[src/rcf_consts.vh]
`ifndef RCF_CONSTS_VH
`define RCF_CONSTS_VH
// ==========================================
// Register map
`define RCF_OFS_CTRL 6'h00
`define RCF_OFS_STATUS 6'h01
`define RCF_OFS_PKTCNT 6'h02
`define RCF_CTRL_CPL_ALIGN 0
`define RCF_CTRL_RQ_ALIGN 1
`define RCF_CTRL_RESET 2'h0
`define RCF_STAT_BUSY 0
`define RCF_STAT_ALIGN 1
`define RCF_STAT_CONFLICT 2
// ==========================================
// Completion kinds
`define RCF_KIND_MEM 2'h0
`define RCF_KIND_IORD 2'h1
`define RCF_KIND_IOWR 2'h2
`define RCF_KIND_ZLR 2'h3
// ==========================================
// Error codes and fixed counts
`define RCF_ERR_FLR 4'h8
`define RCF_ERR_TIMEOUT 4'h9
`define RCF_BC_IO 13'h0004
`define RCF_BC_ZLR 13'h0001
`define RCF_DESC_DWORDS 4'h3
`define RCF_PAY_QUARTER 4'h4
`define RCF_LAST_SLOT 4'hf
`define RCF_SB_SOP_BIT 64
`endif

[src/rcf_framer.v]
// Chosen here: the placing of the registers and register access over APB.
`timescale 1ns/1ps
`include "rcf_consts.vh"

module rcf_framer (
   input wire pclk,
   input wire presetn,
   input wire psel,
   input wire penable,
   input wire pwrite,
   input wire [7:0] paddr,
   input wire [31:0] pwdata,
   input wire [3:0] pstrb,
   output reg pready,
   output reg [31:0] prdata,
   output reg pslverr,
   input wire cpl_hdr_valid,
   output reg cpl_hdr_ready,
   input wire [1:0] cpl_kind,
   input wire [11:0] cpl_lower_addr,
   input wire [3:0] cpl_err_code,
   input wire [12:0] cpl_byte_count,
   input wire cpl_locked,
   input wire cpl_req_done,
   input wire [10:0] cpl_dword_count,
   input wire [2:0] cpl_status,
   input wire cpl_poison,
   input wire [15:0] cpl_req_id,
   input wire [7:0] cpl_tag,
   input wire [15:0] cpl_completer_id,
   input wire [2:0] cpl_tc,
   input wire [2:0] cpl_attr,
   input wire [1:0] cpl_addr_offset,
   input wire pay_valid,
   output reg pay_ready,
   input wire [31:0] pay_data,
   input wire [3:0] pay_be,
   output reg [511:0] completion_stream_data,
   output reg [15:0] completion_stream_dword_keep,
   output reg completion_stream_valid,
   input wire completion_stream_ready,
   output reg completion_stream_last,
   output reg [64:0] completion_sideband_bus
);

   localparam ST_IDLE = 3'b001;
   localparam ST_FILL = 3'b010;
   localparam ST_SEND = 3'b100;

   // ==========================================
   // Helpers

   // Mask of dword slots 0 up to and including slot
   function [15:0] rcf_mask;
      input [3:0] slot;
      begin
         rcf_mask = ~(16'hfffe << slot);
      end
   endfunction

   // ==========================================
   // State

   reg [2:0] state_r;
   reg [2:0] state_nxt;
   reg [3:0] ptr_r;
   reg [3:0] ptr_nxt;
   reg [10:0] rem_r;
   reg [10:0] rem_nxt;
   reg [1:0] ctrl_r;
   reg [31:0] pkt_cnt_r;
   reg [31:0] pkt_cnt_nxt;
   reg [511:0] data_nxt;
   reg [15:0] keep_nxt;
   reg [63:0] be_nxt;
   reg sop_nxt;
   reg valid_nxt;
   reg last_nxt;
   reg hdr_ready_nxt;
   reg pay_ready_nxt;

   wire align_eff;
   wire hdr_take;
   wire pay_take;
   wire synth;
   wire apb_acc;
   wire [5:0] widx;

   // Aligned placement only when request side aligned too
   assign align_eff = ctrl_r[`RCF_CTRL_CPL_ALIGN] & ctrl_r[`RCF_CTRL_RQ_ALIGN];
   assign hdr_take = cpl_hdr_valid & cpl_hdr_ready;
   assign pay_take = pay_valid & pay_ready;
   assign synth = (cpl_err_code == `RCF_ERR_FLR) | (cpl_err_code == `RCF_ERR_TIMEOUT);
   assign apb_acc = psel & penable & pready;
   assign widx = paddr[7:2];

   // ==========================================
   // Descriptor fields

   reg [10:0] eff_dw;
   reg [12:0] eff_bc;
   reg [95:0] desc;
   reg [3:0] start_slot;

   // Effective counts and descriptor image
   always @*
   begin
      eff_dw = cpl_dword_count;
      eff_bc = cpl_byte_count;
      case (cpl_kind)
         `RCF_KIND_IORD:
         begin
            eff_dw = 11'h001;
            eff_bc = `RCF_BC_IO;
         end
         `RCF_KIND_IOWR:
         begin
            eff_dw = 11'h000;
            eff_bc = `RCF_BC_IO;
         end
         `RCF_KIND_ZLR:
         begin
            eff_dw = 11'h001;
            eff_bc = `RCF_BC_ZLR;
         end
         default:
         begin
            eff_dw = cpl_dword_count;
         end
      endcase
      if (synth)
         eff_dw = 11'h000;
      desc = 96'h0;
      desc[11:0] = cpl_lower_addr;
      desc[15:12] = cpl_err_code;
      desc[28:16] = eff_bc;
      desc[29] = cpl_locked;
      desc[30] = cpl_req_done;
      desc[42:32] = eff_dw;
      desc[45:43] = cpl_status;
      desc[46] = cpl_poison;
      desc[63:48] = cpl_req_id;
      desc[71:64] = cpl_tag;
      desc[87:72] = cpl_completer_id;
      desc[91:89] = cpl_tc;
      desc[93:92] = cpl_attr[1:0];
      // Aborted requests keep only done bit, error code, function and tag
      if (synth)
      begin
         desc = 96'h0;
         desc[30] = 1'b1;
         desc[55:48] = cpl_req_id[7:0];
         desc[71:64] = cpl_tag;
         desc[15:12] = cpl_err_code;
      end
      // First payload slot per alignment mode
      if (align_eff)
         start_slot = `RCF_PAY_QUARTER + {2'b00, cpl_addr_offset};
      else
         start_slot = `RCF_DESC_DWORDS;
   end

   // ==========================================
   // Framing state machine

   // Next state and beat image
   always @*
   begin
      state_nxt = state_r;
      ptr_nxt = ptr_r;
      rem_nxt = rem_r;
      pkt_cnt_nxt = pkt_cnt_r;
      data_nxt = completion_stream_data;
      keep_nxt = completion_stream_dword_keep;
      be_nxt = completion_sideband_bus[63:0];
      sop_nxt = completion_sideband_bus[`RCF_SB_SOP_BIT];
      valid_nxt = completion_stream_valid;
      last_nxt = completion_stream_last;
      hdr_ready_nxt = cpl_hdr_ready;
      pay_ready_nxt = pay_ready;
      case (state_r)
         ST_IDLE:
         begin
            if (hdr_take)
            begin
               // Descriptor occupies the first three dwords
               data_nxt = {416'h0, desc};
               be_nxt = 64'h0;
               sop_nxt = 1'b1;
               hdr_ready_nxt = 1'b0;
               if (cpl_kind == `RCF_KIND_ZLR && !synth)
               begin
                  // Dummy dword, all byte enables low
                  keep_nxt = rcf_mask(start_slot);
                  last_nxt = 1'b1;
                  valid_nxt = 1'b1;
                  state_nxt = ST_SEND;
               end
               else if (eff_dw == 11'h000)
               begin
                  keep_nxt = rcf_mask(`RCF_DESC_DWORDS - 4'h1);
                  last_nxt = 1'b1;
                  valid_nxt = 1'b1;
                  state_nxt = ST_SEND;
               end
               else
               begin
                  // Null dwords before payload count as kept
                  keep_nxt = rcf_mask(start_slot) >> 1;
                  ptr_nxt = start_slot;
                  rem_nxt = eff_dw;
                  last_nxt = 1'b0;
                  pay_ready_nxt = 1'b1;
                  state_nxt = ST_FILL;
               end
            end
         end
         ST_FILL:
         begin
            if (pay_take)
            begin
               data_nxt[{ptr_r, 5'b0} +: 32] = pay_data;
               be_nxt[{ptr_r, 2'b0} +: 4] = pay_be;
               keep_nxt = completion_stream_dword_keep | (16'h0001 << ptr_r);
               rem_nxt = rem_r - 11'h001;
               ptr_nxt = ptr_r + 4'h1;
               if (ptr_r == `RCF_LAST_SLOT || rem_r == 11'h001)
               begin
                  last_nxt = (rem_r == 11'h001);
                  valid_nxt = 1'b1;
                  pay_ready_nxt = 1'b0;
                  state_nxt = ST_SEND;
               end
            end
         end
         ST_SEND:
         begin
            // Beat held steady until the user takes it
            if (completion_stream_ready)
            begin
               if (completion_stream_last)
               begin
                  valid_nxt = 1'b0;
                  hdr_ready_nxt = 1'b1;
                  pkt_cnt_nxt = pkt_cnt_r + 32'h1;
                  state_nxt = ST_IDLE;
               end
               else
               begin
                  // Valid drops low between beats of one packet
                  valid_nxt = 1'b0;
                  data_nxt = 512'h0;
                  keep_nxt = 16'h0;
                  be_nxt = 64'h0;
                  sop_nxt = 1'b0;
                  ptr_nxt = 4'h0;
                  pay_ready_nxt = 1'b1;
                  state_nxt = ST_FILL;
               end
            end
         end
         default:
         begin
            state_nxt = ST_IDLE;
            valid_nxt = 1'b0;
            hdr_ready_nxt = 1'b1;
            pay_ready_nxt = 1'b0;
         end
      endcase
   end

   // Framing registers
   always @(posedge pclk or negedge presetn)
   begin
      if (!presetn)
      begin
         state_r <= ST_IDLE;
         ptr_r <= 4'h0;
         rem_r <= 11'h0;
         pkt_cnt_r <= 32'h0;
         completion_stream_data <= 512'h0;
         completion_stream_dword_keep <= 16'h0;
         completion_stream_valid <= 1'b0;
         completion_stream_last <= 1'b0;
         completion_sideband_bus <= 65'h0;
         cpl_hdr_ready <= 1'b1;
         pay_ready <= 1'b0;
      end
      else
      begin
         state_r <= state_nxt;
         ptr_r <= ptr_nxt;
         rem_r <= rem_nxt;
         pkt_cnt_r <= pkt_cnt_nxt;
         completion_stream_data <= data_nxt;
         completion_stream_dword_keep <= keep_nxt;
         completion_stream_valid <= valid_nxt;
         completion_stream_last <= last_nxt;
         completion_sideband_bus <= {sop_nxt, be_nxt};
         cpl_hdr_ready <= hdr_ready_nxt;
         pay_ready <= pay_ready_nxt;
      end
   end

   // ==========================================
   // APB slave, one wait state

   // Register read image
   reg [31:0] rd_val;
   reg rd_err;
   always @*
   begin
      rd_val = 32'h0;
      rd_err = 1'b0;
      case (widx)
         `RCF_OFS_CTRL:
            rd_val = {30'h0, ctrl_r};
         `RCF_OFS_STATUS:
         begin
            rd_val[`RCF_STAT_BUSY] = ~state_r[0];
            rd_val[`RCF_STAT_ALIGN] = align_eff;
            rd_val[`RCF_STAT_CONFLICT] = ctrl_r[`RCF_CTRL_CPL_ALIGN] & ~ctrl_r[`RCF_CTRL_RQ_ALIGN];
         end
         `RCF_OFS_PKTCNT:
            rd_val = pkt_cnt_r;
         default:
            rd_err = 1'b1;
      endcase
   end

   // Bus handshake and control register
   always @(posedge pclk or negedge presetn)
   begin
      if (!presetn)
      begin
         pready <= 1'b0;
         prdata <= 32'h0;
         pslverr <= 1'b0;
         ctrl_r <= `RCF_CTRL_RESET;
      end
      else
      begin
         pready <= psel & penable & ~pready;
         if (psel & penable & ~pready)
         begin
            prdata <= pwrite ? 32'h0 : rd_val;
            pslverr <= rd_err;
         end
         else
         begin
            prdata <= 32'h0;
            pslverr <= 1'b0;
         end
         // Mode bits are sampled only when a header is taken
         if (apb_acc && pwrite && widx == `RCF_OFS_CTRL && pstrb[0])
            ctrl_r <= pwdata[1:0];
      end
   end

endmodule // rcf_framer

[config.mk]
export PLATFORM = sky130hd
export DESIGN_NAME = rcf_framer
export DESIGN_NICKNAME = d
export VERILOG_FILES = /design/src/rcf_framer.v
export VERILOG_INCLUDE_DIRS = /design/src
export SDC_FILE = /design/constraint.sdc
export NUM_CORES = 1
export LEC_CHECK = 0
export ABC_AREA = 1
export BUFFER_PORTS_ARGS = -buffer_cell sky130_fd_sc_hd__buf_2
export CAP_MARGIN = 15
export CORE_AREA = 2 2 313 315
export DETAILED_ROUTE_END_ITERATION = 8
export DIE_AREA = 0 0 315 317
export GPL_TIMING_DRIVEN = 1
export SLEW_MARGIN = 5
export SYNTH_ARGS = -nofsm -noshare
export SYNTH_HDL_FRONTEND = slang
export SYNTH_SLANG_ARGS = --single-unit
[constraint.sdc]
create_clock -name pclk -period 2.7 [get_ports pclk]
set_input_delay 0.54 -clock pclk [delete_from_list [all_inputs] [get_ports pclk]]
set_output_delay 0.54 -clock pclk [all_outputs]
set_load 0.05 [all_outputs]
==> results by group <==
Clock network
  • Clock Sinks: 683
  • H-tree depth: 3
  • Clk_lat worst skew: approximately 0.66 ns
  • Clock transition at the registers of the reported paths: 0.06 ns
  • Root Buffer Master: clkbuf_16
  • CTS tree: built
  • Clock buffer depth: 3
  • CTS Buf Count: between 70 and 80

Critical path
  • Worst-path fanout max: 6
  • R2R setup slack: ~0.061 ns
  • CP max stage cell: ha_1
  • WP data required: 3.28 ns
  • Crit path largest cell delay: 0.52 ns
  • Worst reg-to-reg path cell count: 10
  • CP startpoint kind: flip-flop
  • Crit path cell chain: inv_1 > ha_1 > clkinvlp_4 > buf_4 > buf_4 > nor2_1 > inv_1 > nor2_1 > nand3_1 > nand3_1
  • Critical R2R Capture: completion_stream_data[44]
  • Worst R2R Start: ptr_r[1]
  • CP Class: flip-flop to flip-flop
  • CP endpoint kind: flip-flop
  • Worst EP arrival: 3.21 ns

Synthesis
  • Cells after synthesis: about 3300
  • Sequential-to-total area share from yosys stat: between 50% and 60%
  • Synth Warn #: 0
  • Synth unique cells: 48
  • Most numerous cell in the Yosys netlist: nand2_1
  • Number of enable flip-flop cells after synthesis: 0
  • Post-Syn Area: just under 0.03 mm^2
  • Asr flop ratio synth: 100%
  • Top FF cell, synth: dfrtp_1
  • Top-area cell type share of the netlist area: around 59%
  • Ranking of synthesized cells by area: dfrtp_1 (59%), nand2_1 (14%), nand3_1 (5.0%)
  • Top cells by count, synth: nand2_1 (1107), dfrtp_1 (681), nand3_1 (288)
  • Register bit total from synthesis: ~700
  • Syn nets: between 3000 and 4000
  • Syn_area_per_cell: around 9 um^2
  • Yosys top cell by area: dfrtp_1

Final layout
  • Fin nets: roughly 4300
  • Layout cells sized above 1: 26.3%
  • Area grow syn2layout: 30.4%

Power and ir drop
  • Leakage power total: between 0.02 and 0.025 uW
  • Sw Share: about a quarter
  • Cell Pwr Density: roughly 580 mW/mm^2
  • Sequential share of power: a little under half
  • Gate power share: under 10%
  • Peak supply drop: about 0.41 mV
  • NetSw: just over 5000 uW
  • Internal: between 15000 and 20000 uW
  • Clock power share: between 40% and 50%

Die
  • Placeable Area: 0.0963 mm^2
  • Die Y-Extent: between 300 and 400 um
  • Initial core utilization: 30.1%
  • I/O pins: around 800
  • Die width: between 300 and 400 um
  • Die ar.: between 0.09 and 0.1 mm^2
  • Num rows: between 100 and 150

Hold path
  • Hold Path End: completion_stream_data[65]
  • Hold path start: cpl_tag[1]
  • WHS Path Cells: 3
  • Hold Path Class: input port to flip-flop

Timing
  • Pins Over Slew Limit: 0
  • Min cycle time layout: ~2.6 ns
  • Final Hold Vio Count: 0
  • Max_slew headroom: a little over a quarter
  • RSZ-0062 raised after global routing: true
  • Worst-Margin Slew: approximately 1.1 ns
  • Fmax: between 300 and 400 MHz
  • Final number of setup-violating endpoints: 0
  • Final setup TNS: 0 ns
  • Setup ws final: 0.0611 ns
  • Tcrit/Tclk final: 97.7%
  • Max Clock Skew: 0.0235 ns

GRT
  • Met1 GRT Util: roughly 33%
  • GRT busiest layer: met2
  • Total global routing overflow: 0
  • Vias in the first global route: ~26000
  • First-pass GRT wire length: about 180 mm
  • Global Route Usage Sum: 25.3%
  • GR Util met2: between 40% and 50%
  • Initial antenna violation count: 20
  • Largest net degree at the start of global routing: 79
  • GR Util met3: roughly 7%

Place
  • Port bufs: roughly 800
  • Final RePlAce weighted congestion: between 0.9 and 1
  • Post-Place Setup Slack: -0.0726 ns
  • Detailed Place HPWL: about 98 mm

Drt
  • Via/cell ratio: a little over 5
  • DRT Pass-1 Iters: 6
  • Wirelength per Cell: 24.1 um
  • Routed WL: about 130 mm
  • Via count: approximately 28000
  • DRC Markers: 0
  • Final ANT Viol Nets: 0
  • Initial DRC count: 2683

Outcome
  • Status: complete, no violations

Flow run
  • # Max-Cap Violations: 0
## worst max path at each step
stage	from	slack (ns)	endpoint	depth (start not counted)
after floorplan	ptr_r[0]	0.28	completion_stream_data[108]	10
after global placement	ptr_r[0]	-0.03	completion_sideband_bus[33]	7
after detailed placement	ptr_r[0]	-0.07	completion_sideband_bus[32]	7
after CTS	ptr_r[0]	0.003	completion_stream_data[88]	11
after global routing	ptr_r[1]	0.007	completion_stream_data[44]	10
final	ptr_r[1]	0.06	completion_stream_data[44]	10
## power by group through the flow
stage               logic (uW)  clock network [uW]  registers (uW)
global route               872               11400           10200
detailed placement         811                   0           10400
finish                     805               10800           10200
floorplan                  148                   0           10400
CTS                        814               11000           10200
global placement           809                   0           10400
## cells by family (layout without fill, tap and decap cells)
family	after synthesis	count (layout)	share of synthesized area, %
buffers and inverters	427	1303	6.10
adders and majority gates	15	15	0.649
xor gates and xnor gates	32	32	0.969
DFF	683	683	59.1
and+or+nand+nor	1698	1700	24.4
AOI/OAI and AO/OA	451	455	8.80
other	0	7	0
muxes	1	1	0.0389
## layout make-up
type                    count  area (um^2)
diodes                      7         17.5
clock buffers             114         2290
clock inverters            22          284
fillers                  9942        58600
inverters                 257          972
multi-input cells        2203        10200
flip-flops and latches    683        17100
well taps                1276         1600
repair buffers            910         5240
## registers in the layout (all words and copies together) (netlist names), 2 cells and up
register and count:
completion_stream_data 512, completion_sideband_bus 65, pkt_cnt_r 32, prdata 32, completion_stream_dword_keep 16, rem_r 11
ptr_r 4, state_r 3, ctrl_r 2
## critical path, delay by kind of cell, from the launching register on
family,cells,cell delay (ns)
buffers and inverters,5,0.77
and+or+nand+nor,4,0.92
DFF,1,0.36
adders and majority gates,1,0.52
## cell usage in the layout, fill, tap and decap left out, types with 10 or more instances in the layout
cell type	n
nand3_1	287
buf_4	100
a21oi_1	25
clkbuf_16	80
o31ai_1	47
inv_2	11
xor2_1	28
o21ai_1	44
nand4_1	26
nand2_1	1104
ha_1	15
nor2_2	10
buf_12	26
buf_2	777
o211ai_1	10
o21ai_0	266
inv_1	242
clkbuf_8	16
nor3_1	31
nor2_4	15
clkinv_2	10
nor2_1	203
clkbuf_1	18
o22ai_1	35
dfrtp_1	680
## per-stage QoR
stage	hold WS, ns	power, uW	area (um^2)	util, %	instances
floorplan	0.244	10600	28900	-	3307
global route	0.0915	22500	37700	39.2	5469
CTS	0.0705	22100	37500	39.0	5454
global placement	0.450	11200	34900	36.3	5315
detailed placement	0.453	11200	34900	36.3	5315
finish	0.0999	21900	37700	39.2	5472
## metal layers
layer | up-vias | part of all wire (%)
li1 | 12300 | -
met3 | 258 | 9.8
met2 | 1352 | 46
met4 | 22 | 3.6
met1 | 13600 | 40
met5 | - | 0.11
## what timing repair did
action,4_1_cts,5_1_grt
hold endpoints to repair,30,0
pin swaps,2,4
resized for setup,4,16
hold buffers,1,0
gates cloned,2,4
setup buffers,0,7
setup endpoints to repair,29,284
No activity file was read; power rests on OpenSTA's default activity.
